==> src/flr_defines.svh <==
// Constants of the fault history logger: codes, byte positions, timing
// Assumes inclusion by bare name in every file that needs a number
`ifndef FLR_DEFINES_SVH
`define FLR_DEFINES_SVH
// Command codes
`define FLR_CMD_READOUT 8'hEE
`define FLR_CMD_STORE 8'hEA
`define FLR_CMD_ERASE 8'hEC
// Block layout
`define FLR_LOG_LEN 8'h93
`define FLR_LAST_IDX 8'h92
`define FLR_POS_FAULT 8'h00
`define FLR_POS_TIME_LO 8'h01
`define FLR_POS_TIME_HI 8'h06
`define FLR_POS_VPK_HI 8'h07
`define FLR_POS_VPK_LO 8'h08
`define FLR_POS_IPK_HI 8'h0B
`define FLR_POS_IPK_LO 8'h0C
`define FLR_PAGE_BASE 8'h1B
`define FLR_PAGE_LAST_OFF 5'h13
`define FLR_PAGE_COUNT 6
`define FLR_PAGE_LAST 3'h5
`define FLR_PAGE_KEEP 3'h3
`define FLR_OFF_VOUT_HI 5'h00
`define FLR_OFF_VOUT_LO 5'h01
`define FLR_OFF_IOUT_HI 5'h04
`define FLR_OFF_IOUT_LO 5'h05
// Status and configuration bits
`define FLR_STAT_STORE_BIT 3
`define FLR_CFG_LOG_EN_BIT 7
`define FLR_STORE_CODE 8'hFF
// Temperature limits in degrees C
`define FLR_TEMP_OFF_C 8'h82
`define FLR_TEMP_ON_C 8'h7D
// Timing
`define FLR_TICK_NS 200000
`define FLR_CLK_NS 25
`define FLR_TICK_CYCLES (`FLR_TICK_NS / `FLR_CLK_NS)
`endif

==> src/flr_pkg.sv <==
// Types of the fault history logger
// Assumes nothing beyond a SystemVerilog compiler
package flr_pkg;
    typedef enum logic [2:0] {
        FLR_IDLE = 3'h1,
        FLR_LEN = 3'h2,
        FLR_DATA = 3'h4
    } flr_state_type;
    typedef struct packed {
        logic [15:0] vout;
        logic [15:0] iout;
    } flr_page_type;
endpackage

==> src/flr_nvm_if.sv <==
// Link between the capture logic and the retained history store
// Assumes one clock shared by both ends
`timescale 1ns/1ps
`include "flr_defines.svh"
interface flr_nvm_if;
    logic commit;
    logic erase;
    logic [7:0] faultCode;
    logic [47:0] upTime;
    logic [15:0] vPeak;
    logic [15:0] iPeak;
    flr_pkg::flr_page_type pages [`FLR_PAGE_COUNT];
    logic [7:0] rdIdx;
    logic [2:0] rdPage;
    logic [4:0] rdOff;
    logic [7:0] rdByte;
    logic present;
    logic locked;
    modport ctrl (
        output commit, erase, faultCode, upTime, vPeak, iPeak, pages,
        output rdIdx, rdPage, rdOff,
        input rdByte, present, locked
    );
    modport store (
        input commit, erase, faultCode, upTime, vPeak, iPeak, pages,
        input rdIdx, rdPage, rdOff,
        output rdByte, present, locked
    );
endinterface

==> src/flr_fifo.sv <==
// Small synchronous FIFO with valid and ready on both sides
// Assumes one clock; contents are not reset, only the pointers and the count
`timescale 1ns/1ps
module flr_fifo #(
    parameter int WIDTH = 9,
    parameter int DEPTH = 4
) (
    // Clock and reset
    input wire logic core_clk,
    input wire logic arst_n,
    // Fill side
    input wire logic inValid,
    output logic inReady,
    input wire logic [WIDTH-1:0] inData,
    // Drain side
    output logic outValid,
    input wire logic outReady,
    output logic [WIDTH-1:0] outData
);
    localparam int AW = (DEPTH > 1) ? $clog2(DEPTH) : 1;
    logic [WIDTH-1:0] mem [DEPTH];
    logic [AW-1:0] wrPtr_r;
    logic [AW-1:0] rdPtr_r;
    logic [AW:0] count_r;
    wire push = inValid && inReady;
    wire pop = outValid && outReady;
    wire [AW-1:0] wrPtr_nxt = (wrPtr_r == AW'(DEPTH - 1)) ? '0 : wrPtr_r + 1'b1;
    wire [AW-1:0] rdPtr_nxt = (rdPtr_r == AW'(DEPTH - 1)) ? '0 : rdPtr_r + 1'b1;
    assign inReady = (count_r != (AW + 1)'(DEPTH));
    assign outValid = (count_r != '0);
    assign outData = mem[rdPtr_r];
    always_ff @(posedge core_clk) begin
        if (push) begin
            mem[wrPtr_r] <= inData;
        end
    end
    always_ff @(posedge core_clk or negedge arst_n) begin
        if (!arst_n) begin
            wrPtr_r <= '0;
            rdPtr_r <= '0;
            count_r <= '0;
        end else begin
            if (push) begin
                wrPtr_r <= wrPtr_nxt;
            end
            if (pop) begin
                rdPtr_r <= rdPtr_nxt;
            end
            if (push && !pop) begin
                count_r <= count_r + 1'b1;
            end else if (pop && !push) begin
                count_r <= count_r - 1'b1;
            end
        end
    end
endmodule

==> src/flr_history_store.sv <==
// Retained history image and its byte read port
// Assumes retainRst_n falls only when the retained supply is lost
`timescale 1ns/1ps
`include "flr_defines.svh"
module flr_history_store (
    // Clock and retention reset
    input wire logic core_clk,
    input wire logic retainRst_n,
    // Capture side
    flr_nvm_if.store nvm
);
    flr_pkg::flr_page_type pageMem [`FLR_PAGE_COUNT];
    flr_pkg::flr_page_type curPage;
    logic [7:0] faultCode_r;
    logic [47:0] upTime_r;
    logic [15:0] vPeak_r;
    logic [15:0] iPeak_r;
    logic present_r;
    logic locked_r;
    // ==========================================
    // Flags
    always_ff @(posedge core_clk or negedge retainRst_n) begin
        if (!retainRst_n) begin
            present_r <= 1'b0;
            locked_r <= 1'b0;
        end else if (nvm.erase) begin
            present_r <= 1'b0; // see RULE_03
            locked_r <= 1'b0;
        end else if (nvm.commit) begin
            present_r <= 1'b1; // see RULE_11
            locked_r <= 1'b1; // see RULE_17
        end
    end
    // ==========================================
    // Image
    always_ff @(posedge core_clk) begin
        if (nvm.commit) begin
            faultCode_r <= nvm.faultCode;
            upTime_r <= nvm.upTime;
            vPeak_r <= nvm.vPeak;
            iPeak_r <= nvm.iPeak;
        end
    end
    for (genvar k = 0; k < `FLR_PAGE_COUNT; k++) begin : g_page
        always_ff @(posedge core_clk) begin
            if (nvm.commit) begin
                pageMem[k] <= nvm.pages[k]; // see RULE_06
            end
        end
    end
    // ==========================================
    // Byte read port
    wire [7:0] idx = nvm.rdIdx;
    wire [2:0] timeSel = 3'(idx - `FLR_POS_TIME_LO);
    wire inTime = (idx >= `FLR_POS_TIME_LO) && (idx <= `FLR_POS_TIME_HI);
    wire inPages = (idx >= `FLR_PAGE_BASE);
    assign curPage = pageMem[nvm.rdPage];
    wire [7:0] pageByte = (nvm.rdOff == `FLR_OFF_VOUT_HI) ? curPage.vout[15:8] :
                          (nvm.rdOff == `FLR_OFF_VOUT_LO) ? curPage.vout[7:0] :
                          (nvm.rdOff == `FLR_OFF_IOUT_HI) ? curPage.iout[15:8] :
                          (nvm.rdOff == `FLR_OFF_IOUT_LO) ? curPage.iout[7:0] : 8'h00;
    assign nvm.rdByte = (idx == `FLR_POS_FAULT) ? faultCode_r : // see RULE_13
                        inTime ? upTime_r[{timeSel, 3'h0} +: 8] : // see RULE_14
                        (idx == `FLR_POS_VPK_HI) ? vPeak_r[15:8] : // see RULE_15
                        (idx == `FLR_POS_VPK_LO) ? vPeak_r[7:0] :
                        (idx == `FLR_POS_IPK_HI) ? iPeak_r[15:8] : // see RULE_16
                        (idx == `FLR_POS_IPK_LO) ? iPeak_r[7:0] :
                        inPages ? pageByte : 8'h00;
    assign nvm.present = present_r;
    assign nvm.locked = locked_r;
endmodule

==> src/flr_capture_readout.sv <==
// Fault history capture and block readout, top level
// Inputs come from logic on core_clk; retainRst_n clears only the
// retained log flags and outlives arst_n
//
// Overview of operation
// RULE_01: Code EE streams the stored history bytes
// RULE_02: Code EA stores RAM history, faults output off
// RULE_03: Code EC erases history and drops lock
// RULE_04: No history: length byte zero, no data
// RULE_05: History present: length always 147 bytes
// RULE_06: Enabled fault stores header plus six pages
// RULE_07: Before reset newest page sits first
// RULE_08: After reset newest page position undefined
// RULE_09: Enabled forced store sets status bit three
// RULE_10: Store ignored above 130C until below 125C
// RULE_11: History readable after fault, kept until erase
// RULE_12: Early fault may leave older pages unfilled
// RULE_13: Byte 0 holds triggering fault code
// RULE_14: Bytes 1-6 uptime in 200us, LSB first
// RULE_15: Bytes 7-8 voltage peak high first; 9-10 zero
// RULE_16: Bytes 11-12 current peak high first
// RULE_17: Written history locked against automatic overwrite
// RULE_18: Pages five, six repeat fourth after reset
// RULE_19: Bytes stream ascending from length byte
`timescale 1ns/1ps
`include "flr_defines.svh"
module flr_capture_readout #(
    parameter int TICK_CYCLES = `FLR_TICK_CYCLES,
    parameter int FIFO_DEPTH = 4
) (
    // Clock and resets
    input wire logic core_clk,
    input wire logic arst_n,
    input wire logic retainRst_n,
    // Command port
    input wire logic cmdValid,
    input wire logic [7:0] cmdCode,
    input wire logic cmdRead,
    output logic cmdReady,
    // Readout stream
    output logic rdValid,
    output logic [7:0] rdData,
    output logic rdLast,
    input wire logic rdReady,
    // Telemetry
    input wire logic faultEvent,
    input wire logic [7:0] faultCode,
    input wire logic pageDone,
    input wire logic [15:0] voutReading,
    input wire logic [15:0] ioutReading,
    input wire logic peakClear,
    input wire logic [7:0] dieTempC,
    input wire logic [7:0] configAll,
    input wire logic statusClear,
    // Status
    output logic [7:0] vendorStatusFlags,
    output logic pwmFaultOff,
    output logic logPresent,
    output logic logLocked
);
    localparam int TW = (TICK_CYCLES > 1) ? $clog2(TICK_CYCLES) : 1;

    flr_nvm_if nvm ();

    flr_pkg::flr_state_type state_r;
    flr_pkg::flr_state_type state_nxt;
    flr_pkg::flr_page_type pageRing [`FLR_PAGE_COUNT];
    logic [2:0] wrSlot_r;
    logic [TW-1:0] tickCnt_r;
    logic [47:0] upTime_r;
    logic [15:0] vPeak_r;
    logic [15:0] iPeak_r;
    logic hot_r;
    logic fromNvm_r;
    logic [7:0] byteIdx_r;
    logic [2:0] pageIdx_r;
    logic [4:0] pageOff_r;
    logic [7:0] vendorStatus_r;
    logic cmdReady_r;
    logic pwmFaultOff_r;
    logic logPresent_r;
    logic logLocked_r;
    logic rdValid_r;
    logic [7:0] rdData_r;
    logic rdLast_r;
    logic fifoInValid;
    logic fifoInReady;
    logic [8:0] fifoIn;
    logic fifoOutValid;
    logic [8:0] fifoOut;

    // ==========================================
    // Helpers
    function automatic logic [2:0] ringSlot(input logic [2:0] base, input logic [2:0] back);
        logic [3:0] s;
        s = {1'b0, base} + 4'h5 - {1'b0, back};
        ringSlot = (s >= 4'(`FLR_PAGE_COUNT)) ? 3'(s - 4'(`FLR_PAGE_COUNT)) : s[2:0];
    endfunction

    function automatic logic [41:0] lin11Mag(input logic [15:0] w);
        logic [41:0] m;
        logic [5:0] sh;
        m = w[10] ? 42'h0 : {32'h0, w[9:0]};
        sh = {1'b0, ~w[15], w[14:11]};
        lin11Mag = m << sh;
    endfunction

    // ==========================================
    // Command decode
    wire cmdTake = cmdValid && cmdReady_r;
    wire readCmd = cmdTake && cmdRead && (cmdCode == `FLR_CMD_READOUT); // see RULE_01
    wire storeCmd = cmdTake && !cmdRead && (cmdCode == `FLR_CMD_STORE);
    wire eraseCmd = cmdTake && !cmdRead && (cmdCode == `FLR_CMD_ERASE); // see RULE_03
    wire logEnable = configAll[`FLR_CFG_LOG_EN_BIT];
    wire storeOk = storeCmd && !hot_r; // see RULE_10
    wire autoOk = faultEvent && !nvm.locked; // see RULE_17
    wire commitReq = (autoOk || storeOk) && logEnable && !eraseCmd; // see RULE_02, RULE_06

    // ==========================================
    // Temperature gate
    wire hot_nxt = (dieTempC > `FLR_TEMP_OFF_C) ? 1'b1 :
                   (dieTempC < `FLR_TEMP_ON_C) ? 1'b0 : hot_r; // see RULE_10

    // ==========================================
    // Uptime
    wire tick = (tickCnt_r == TW'(TICK_CYCLES - 1));
    wire [TW-1:0] tickCnt_nxt = tick ? '0 : tickCnt_r + 1'b1;
    wire [47:0] upTime_nxt = tick ? upTime_r + 48'h1 : upTime_r; // see RULE_14

    // ==========================================
    // Peaks
    wire vPeakUp = pageDone && (voutReading > vPeak_r);
    wire iPeakUp = pageDone && (lin11Mag(ioutReading) > lin11Mag(iPeak_r));
    wire [15:0] vPeak_nxt = peakClear ? 16'h0 : vPeakUp ? voutReading : vPeak_r;
    wire [15:0] iPeak_nxt = peakClear ? 16'h0 : iPeakUp ? ioutReading : iPeak_r;

    // ==========================================
    // Event page ring, newest first toward the store
    wire [2:0] wrSlot_nxt = !pageDone ? wrSlot_r :
                            (wrSlot_r == `FLR_PAGE_LAST) ? 3'h0 : wrSlot_r + 3'h1;
    always_ff @(posedge core_clk) begin
        if (pageDone) begin
            pageRing[wrSlot_r] <= {voutReading, ioutReading}; // see RULE_12
        end
    end
    for (genvar k = 0; k < `FLR_PAGE_COUNT; k++) begin : g_pages
        assign nvm.pages[k] = pageRing[ringSlot(wrSlot_r, 3'(k))]; // see RULE_07
    end

    // ==========================================
    // Store link
    assign nvm.commit = commitReq;
    assign nvm.erase = eraseCmd;
    assign nvm.faultCode = storeOk ? `FLR_STORE_CODE : faultCode; // see RULE_13
    assign nvm.upTime = upTime_r;
    assign nvm.vPeak = vPeak_r; // see RULE_15
    assign nvm.iPeak = iPeak_r; // see RULE_16
    assign nvm.rdIdx = byteIdx_r;
    assign nvm.rdOff = pageOff_r;
    assign nvm.rdPage = (fromNvm_r && (pageIdx_r > `FLR_PAGE_KEEP)) ?
                        `FLR_PAGE_KEEP : pageIdx_r; // see RULE_08, RULE_18

    flr_history_store u_store (
        .core_clk(core_clk),
        .retainRst_n(retainRst_n),
        .nvm(nvm.store)
    );

    // ==========================================
    // Readout sequencer
    wire lastByte = (byteIdx_r == `FLR_LAST_IDX);
    wire fifoPush = fifoInValid && fifoInReady;
    wire inPages = (byteIdx_r >= `FLR_PAGE_BASE);
    wire pageWrap = (pageOff_r == `FLR_PAGE_LAST_OFF);

    always_comb begin
        state_nxt = state_r;
        fifoInValid = 1'b0;
        fifoIn = 9'h000;
        case (state_r)
            flr_pkg::FLR_IDLE: begin
                if (readCmd) begin
                    state_nxt = flr_pkg::FLR_LEN;
                end
            end
            flr_pkg::FLR_LEN: begin
                fifoInValid = 1'b1;
                fifoIn = nvm.present ? {1'b0, `FLR_LOG_LEN} : 9'h100; // see RULE_04, RULE_05
                if (fifoInReady) begin
                    state_nxt = nvm.present ? flr_pkg::FLR_DATA : flr_pkg::FLR_IDLE;
                end
            end
            flr_pkg::FLR_DATA: begin
                fifoInValid = 1'b1;
                fifoIn = {lastByte, nvm.rdByte}; // see RULE_19
                if (fifoInReady && lastByte) begin
                    state_nxt = flr_pkg::FLR_IDLE;
                end
            end
            default: begin
                state_nxt = flr_pkg::FLR_IDLE;
            end
        endcase
    end

    always_ff @(posedge core_clk or negedge arst_n) begin
        if (!arst_n) begin
            byteIdx_r <= 8'h00;
            pageIdx_r <= 3'h0;
            pageOff_r <= 5'h00;
        end else if (state_r == flr_pkg::FLR_LEN) begin
            byteIdx_r <= 8'h00;
            pageIdx_r <= 3'h0;
            pageOff_r <= 5'h00;
        end else if (fifoPush) begin
            byteIdx_r <= byteIdx_r + 8'h01; // see RULE_19
            if (inPages) begin
                pageOff_r <= pageWrap ? 5'h00 : pageOff_r + 5'h01;
                pageIdx_r <= pageWrap ? pageIdx_r + 3'h1 : pageIdx_r;
            end
        end
    end

    // ==========================================
    // Buffer and output stage
    wire fifoOutReady = !rdValid_r || rdReady;
    wire outLoad = fifoOutValid && fifoOutReady;

    flr_fifo #(
        .WIDTH(9),
        .DEPTH(FIFO_DEPTH)
    ) u_fifo (
        .core_clk(core_clk),
        .arst_n(arst_n),
        .inValid(fifoInValid),
        .inReady(fifoInReady),
        .inData(fifoIn),
        .outValid(fifoOutValid),
        .outReady(fifoOutReady),
        .outData(fifoOut)
    );

    always_ff @(posedge core_clk or negedge arst_n) begin
        if (!arst_n) begin
            rdValid_r <= 1'b0;
            rdData_r <= 8'h00;
            rdLast_r <= 1'b0;
        end else if (outLoad) begin
            rdValid_r <= 1'b1;
            rdData_r <= fifoOut[7:0];
            rdLast_r <= fifoOut[8];
        end else if (rdReady) begin
            rdValid_r <= 1'b0;
        end
    end

    // ==========================================
    // Status
    logic [7:0] status_nxt;
    always_comb begin
        status_nxt = vendorStatus_r;
        if (storeOk && logEnable) begin
            status_nxt[`FLR_STAT_STORE_BIT] = 1'b1; // see RULE_09
        end else if (statusClear) begin
            status_nxt[`FLR_STAT_STORE_BIT] = 1'b0;
        end
    end

    // ==========================================
    // State registers
    always_ff @(posedge core_clk or negedge arst_n) begin
        if (!arst_n) begin
            state_r <= flr_pkg::FLR_IDLE;
            cmdReady_r <= 1'b1;
            wrSlot_r <= 3'h0;
            tickCnt_r <= '0;
            upTime_r <= 48'h0;
            vPeak_r <= 16'h0;
            iPeak_r <= 16'h0;
            hot_r <= 1'b0;
            fromNvm_r <= 1'b1;
            vendorStatus_r <= 8'h00;
            pwmFaultOff_r <= 1'b0;
            logPresent_r <= 1'b0;
            logLocked_r <= 1'b0;
        end else begin
            state_r <= state_nxt;
            cmdReady_r <= (state_nxt == flr_pkg::FLR_IDLE);
            wrSlot_r <= wrSlot_nxt;
            tickCnt_r <= tickCnt_nxt;
            upTime_r <= upTime_nxt;
            vPeak_r <= vPeak_nxt;
            iPeak_r <= iPeak_nxt;
            hot_r <= hot_nxt;
            fromNvm_r <= fromNvm_r && !commitReq; // see RULE_18
            vendorStatus_r <= status_nxt;
            pwmFaultOff_r <= storeOk; // see RULE_02
            logPresent_r <= nvm.present;
            logLocked_r <= nvm.locked;
        end
    end

    assign cmdReady = cmdReady_r;
    assign rdValid = rdValid_r;
    assign rdData = rdData_r;
    assign rdLast = rdLast_r;
    assign vendorStatusFlags = vendorStatus_r;
    assign pwmFaultOff = pwmFaultOff_r;
    assign logPresent = logPresent_r;
    assign logLocked = logLocked_r;

    // ==========================================
    // Checks
    a_store_status: assert property ( // see RULE_09
        @(posedge core_clk) disable iff (!arst_n)
        storeCmd && !hot_r && logEnable |=> vendorStatus_r[`FLR_STAT_STORE_BIT]
    ) else $error("forced store did not set status bit");
    a_hot_block: assert property ( // see RULE_10
        @(posedge core_clk) disable iff (!arst_n)
        storeCmd && hot_r && !faultEvent |-> !nvm.commit ##1 !pwmFaultOff_r
    ) else $error("store taken while hot");
    a_hot_hyst: assert property ( // see RULE_10
        @(posedge core_clk) disable iff (!arst_n)
        ($rose(hot_r) |-> $past(dieTempC) > `FLR_TEMP_OFF_C) and
        ($fell(hot_r) |-> $past(dieTempC) < `FLR_TEMP_ON_C)
    ) else $error("temperature gate outside hysteresis");
    a_erase_clear: assert property ( // see RULE_03
        @(posedge core_clk) disable iff (!arst_n || !retainRst_n)
        eraseCmd |=> !nvm.present && !nvm.locked ##1 !logPresent_r && !logLocked_r
    ) else $error("erase left history or lock");
    a_lock_hold: assert property ( // see RULE_17
        @(posedge core_clk) disable iff (!arst_n)
        nvm.locked && faultEvent && !storeCmd |-> !nvm.commit
    ) else $error("locked history overwritten by fault");
    a_commit_show: assert property ( // see RULE_11
        @(posedge core_clk) disable iff (!arst_n || !retainRst_n)
        nvm.commit |=> nvm.present ##1 logPresent_r
    ) else $error("committed history not readable");
    a_len_empty: assert property ( // see RULE_04
        @(posedge core_clk) disable iff (!arst_n)
        state_r == flr_pkg::FLR_LEN && fifoPush && !nvm.present |=>
            state_r == flr_pkg::FLR_IDLE && $past(fifoIn) == 9'h100
    ) else $error("empty history answered nonzero length");
    a_len_full: assert property ( // see RULE_05
        @(posedge core_clk) disable iff (!arst_n)
        state_r == flr_pkg::FLR_DATA && fifoPush && fifoIn[8] |->
            byteIdx_r == `FLR_LAST_IDX ##1 state_r == flr_pkg::FLR_IDLE
    ) else $error("block did not end at byte 146");
    a_byte_order: assert property ( // see RULE_19
        @(posedge core_clk) disable iff (!arst_n)
        state_r == flr_pkg::FLR_DATA && fifoPush && !fifoIn[8] |=>
            byteIdx_r == $past(byteIdx_r) + 8'h01
    ) else $error("readout bytes not ascending");
    a_uptime_step: assert property ( // see RULE_14
        @(posedge core_clk) disable iff (!arst_n)
        tick |=> upTime_r == $past(upTime_r) + 48'h1 ##1 upTime_r == $past(upTime_r)
    ) else $error("uptime did not step once per tick");
    a_page_repeat: assert property ( // see RULE_18
        @(posedge core_clk) disable iff (!arst_n)
        fromNvm_r && state_r == flr_pkg::FLR_DATA && pageIdx_r > `FLR_PAGE_KEEP |->
            nvm.rdPage == `FLR_PAGE_KEEP
    ) else $error("late page not repeated from fourth");
    a_vpeak_track: assert property ( // see RULE_15
        @(posedge core_clk) disable iff (!arst_n)
        vPeakUp && !peakClear |=> vPeak_r == $past(voutReading)
    ) else $error("voltage peak not captured");
endmodule

==> config.mk <==
export PLATFORM = sky130hd
export DESIGN_NAME = flr_capture_readout
export DESIGN_NICKNAME = d
export VERILOG_FILES = /design/src/flr_pkg.sv /design/src/flr_nvm_if.sv /design/src/flr_fifo.sv /design/src/flr_history_store.sv /design/src/flr_capture_readout.sv
export VERILOG_INCLUDE_DIRS = /design/src
export SDC_FILE = /design/constraint.sdc
export NUM_CORES = 1
export LEC_CHECK = 0
export BUFFER_PORTS_ARGS = -buffer_cell sky130_fd_sc_hd__buf_4
export CELL_PAD_IN_SITES_DETAIL_PLACEMENT = 0
export CELL_PAD_IN_SITES_GLOBAL_PLACEMENT = 2
export CORE_MARGIN = 2
export CORE_UTILIZATION = 44
export DETAILED_ROUTE_END_ITERATION = 10
export PLACE_DENSITY = 0.91
export SLEW_MARGIN = 40
export SYNTH_ARGS = -nofsm -noshare
export SYNTH_HDL_FRONTEND = slang
export SYNTH_SLANG_ARGS = --single-unit
==> constraint.sdc <==
create_clock -name core_clk -period 9.3 [get_ports core_clk]
set_input_delay 1.395 -clock core_clk [delete_from_list [all_inputs] [get_ports core_clk]]
set_output_delay 1.395 -clock core_clk [all_outputs]
set_load 0.02 [all_outputs]
==> implementation parameters <==
Parameter                              Value

Timing
  Worst clock skew on the final layout    28.4 ps
  Setup total negative slack    0 ps
  Unrepaired setup endpoints after global routing    no
  Count of endpoints failing setup in the final report    0
  Number of max-slew violations in the final report    0
  Period utilization    0.591
  Worst Setup Slack, final    3810 ps
  Timing-limited maximum frequency    0.182 GHz
  Hold violation count in the final report    0
  Tmin final    5490 ps
  Slew of the pin with the lowest slew margin    888 ps
  Max-slew headroom    0.408

GRT
  Total global routing track utilization    0.233
  Global-route wire length before repair    143000 um
  Number of antenna violations at the first check in global routing    3
  Vias in the first global route    23300
  Remaining global-route overflow    0
  Pin count of the biggest net entering global routing    158

Clocking
  H-tree depth    3
  Later-pin clock latency in the skew report    620 ps
  Clock sink count    647
  Total CTS buffers    69
  Number of post-CTS setup repair buffers    0
  Clock tree from TritonCTS    built
  Number of hold-repair buffers added at the cts stage    0
  Bufs on Longest Clock Path    3
  Post-cts resize count    0
  Root cell of the clock tree    clkbuf_16
  Clock-pin slew on the worst setup and hold paths    60 ps

Synth
  Number of enable flip-flop cells after synthesis    508
  Post-synth top area share    0.442
  Post-synth cell types    75
  Cells after synthesis    2809
  Sequential share of the synthesized area    0.543
  Cell type with the largest total area after synthesis    edfxtp_1
  Cell area after technology mapping    34500 um^2
  Synthesized area per cell    12.3 um^2
  Primary flip-flop cell chosen by synthesis mapping    edfxtp_1
  Synth top area cells    edfxtp_1 44%, mux2i_1 10%, dfrtp_1 9.9%
  Proportion of register bits with asynchronous set or reset after synthesis    0.215
  YS warnings    0
  Number of flip-flops and latches in the synthesized netlist    647

Worst setup path
  Data arrival time of the critical path    5820 ps
  Max FO, Critical Path    53
  Reg2Reg Depth    11
  Slowest cell on crit path    ha_1
  Req. time, crit path    9630 ps
  Kind of start point of the critical path    flop
  Worst-case register-to-register setup slack    3810 ps
  Stage delay of the slowest cell on the critical path    900 ps
  Cell-by-cell trace of the critical path    clkinv_1, ha_1, inv_1, ha_1, a31oi_1, nor2_1, a211oi_1, mux2i_4, buf_4, mux2i_1, mux2i_1
  Type of the setup path with the least slack    reg2reg
  Critical Path Sink Type    flop

Power
  Clock power frac    0.216
  Pwr Total    12.7 mW
  Leak Pwr    14.5 nW
  Net Sw Frac    0.391
  Maximum resistive drop on vdd    632 uV
  Power density over the cells    328 nW/um^2
  Sequential fraction of design power    0.307
  Combinational fraction of design power    0.477
  Internal Power    7.72 mW
  Total net switching power    4.96 mW

Drt
  DRT met1 WL    40900 um
  Number of iterations in the first detailed-routing pass    6
  Uppermost metal layer occupied by signal nets    met5
  Antenna Nets Post-Route    0
  DRC violation count after routing    0
  Number of vias per cell after detailed routing    5.92
  Routed wire length on met3    6540 um
  Met2 layer wire length in the routed design    45800 um
  Vias    23400
  DRC marker count from the first detailed-route iteration    2382
  Total routed wirelength    95800 um
  DR WL/cell    24.3 um

Run status
  Run status    complete, no violations

Run
  Total of max-cap violations    0

Finish
  Proportion of layout cells with a drive suffix above 1    0.194
  Number of nets in the layout    3012
  Area delta synth->final    11.8%
  Layout Utilization    0.497
  Top library cells by usage in the layout, fill and taps aside    508 x edfxtp_1, 356 x mux2i_1, 269 x mux2_2, 230 x nor2_1, 183 x a21oi_1
  Most common cell after layout, fill and taps aside    edfxtp_1
  Final std cell area, no fill    38600 um^2

Floorplanning
  FP Rows    102
  Std-Cell Core Area    77600 um^2
  Initial standard-cell utilization of the core    0.445
  Height of the die    284 um
  Area enclosed by the die boundary    80700 um^2
  Die boundary width    284 um
  Number of I/O pins    96

Place
  Setup WS pre-CTS    3770 ps
  Number of port buffers    81
  Final HPWL from detailed placement    61300 um
  Final Wtd Congestion    0.877
  Cell area after placement    36300 um^2

Hold path
  Type of the most critical hold path    reg2reg
  Hold Path Stages    0
## power by group through the flow
stage          logic, mW  clock network [mW]  registers [mW]
3_3_place_gp        5.80                   0            3.94
3_5_place_dp        5.94                   0            3.95
6_report            6.05                2.73            3.89
2_1_floorplan       4.18                   0            3.87
5_1_grt             6.40                2.87            3.92
4_1_cts             5.95                2.77            3.89
## sequential cells by signal, indices dropped and copies added (netlist names), 2 cells and up
name,cells
tickCnt_r,13
wrSlot_r,3
u_store.upTime_r,48
u_store.pageMem,192
iPeak_r,16
pageIdx_r,3
nvm.rdOff,5
u_fifo.rdPtr_r,2
pageRing,192
nvm.upTime,48
u_store.iPeak_r,16
state_r,3
u_fifo.wrPtr_r,2
rdData,8
u_store.vPeak_r,16
byteIdx_r,8
u_fifo.count_r,3
nvm.vPeak,16
u_store.faultCode_r,8
u_fifo.mem,36
## Yosys cell counts (23+ instances only)
library cell	n
dfrtp_1	136
nand2b_1	59
nor3_1	30
xnor2_1	51
mux2i_1	358
nand2_1	152
ha_1	87
edfxtp_1	508
clkbuf_1	104
o21ai_0	77
inv_1	51
a21oi_1	189
buf_1	23
a211oi_1	28
nor2b_1	28
and3_1	24
nor2_1	234
mux2_2	269
nand3_1	59
## cell families (layout without fill, tap and decap cells)
family	Yosys count	after routing	share of synthesized area
compound gates	466	466	0.0840
xor+xnor	71	71	0.0180
simple gates	678	678	0.0948
other cells	1	8	0.000109
buf+inv	213	302	0.0251
fa+ha+maj	88	88	0.0321
mux	645	645	0.203
flops	647	647	0.543
## critical path: cells and delay by family, from the launching register on
kind | cells | cell delay (ps)
adders and majority gates | 2 | 1240
AOI/OAI and AO/OA | 2 | 740
buffers and inverters | 3 | 1520
muxes | 3 | 690
and+or+nand+nor | 1 | 60
DFF | 1 | 880
## layer usage
layer	global-route usage	vias up
met2	0.387	843
met5	0	-
met3	0.0328	162
met4	0.0668	2
li1	-	10600
met1	0.319	11700
## per-stage QoR
step,instances,hold slack [ps]
finish,3945,448
global route,3945,471
CTS,3943,447
detailed placement,3818,433
global placement,3817,434
floorplan,2815,394
## area by class of cell
class	count	area, um^2
Fill cell	6798	39000
Timing Repair Buffer	120	968
Multi-Input combinational cell	1955	15200
Tap cell	1040	1300
Clock buffer	92	1880
Antenna cell	1	2.50
Sequential cell	647	18700
Inverter	57	214
Clock inverter	33	340
## final timing paths
kind	startpoint	end
min reg2reg	nvm.upTime[31]	u_store.upTime_r[31]
min in group asynchronous	retainRst_n	u_store.nvm.present
min	nvm.upTime[31]	u_store.upTime_r[31]
max in group asynchronous	arst_n	pageIdx_r[0]
max	wrSlot_r[0]	u_store.pageMem[2][26]
max reg2reg	wrSlot_r[0]	u_store.pageMem[2][26]
No activity file was read; power rests on OpenSTA's default activity.
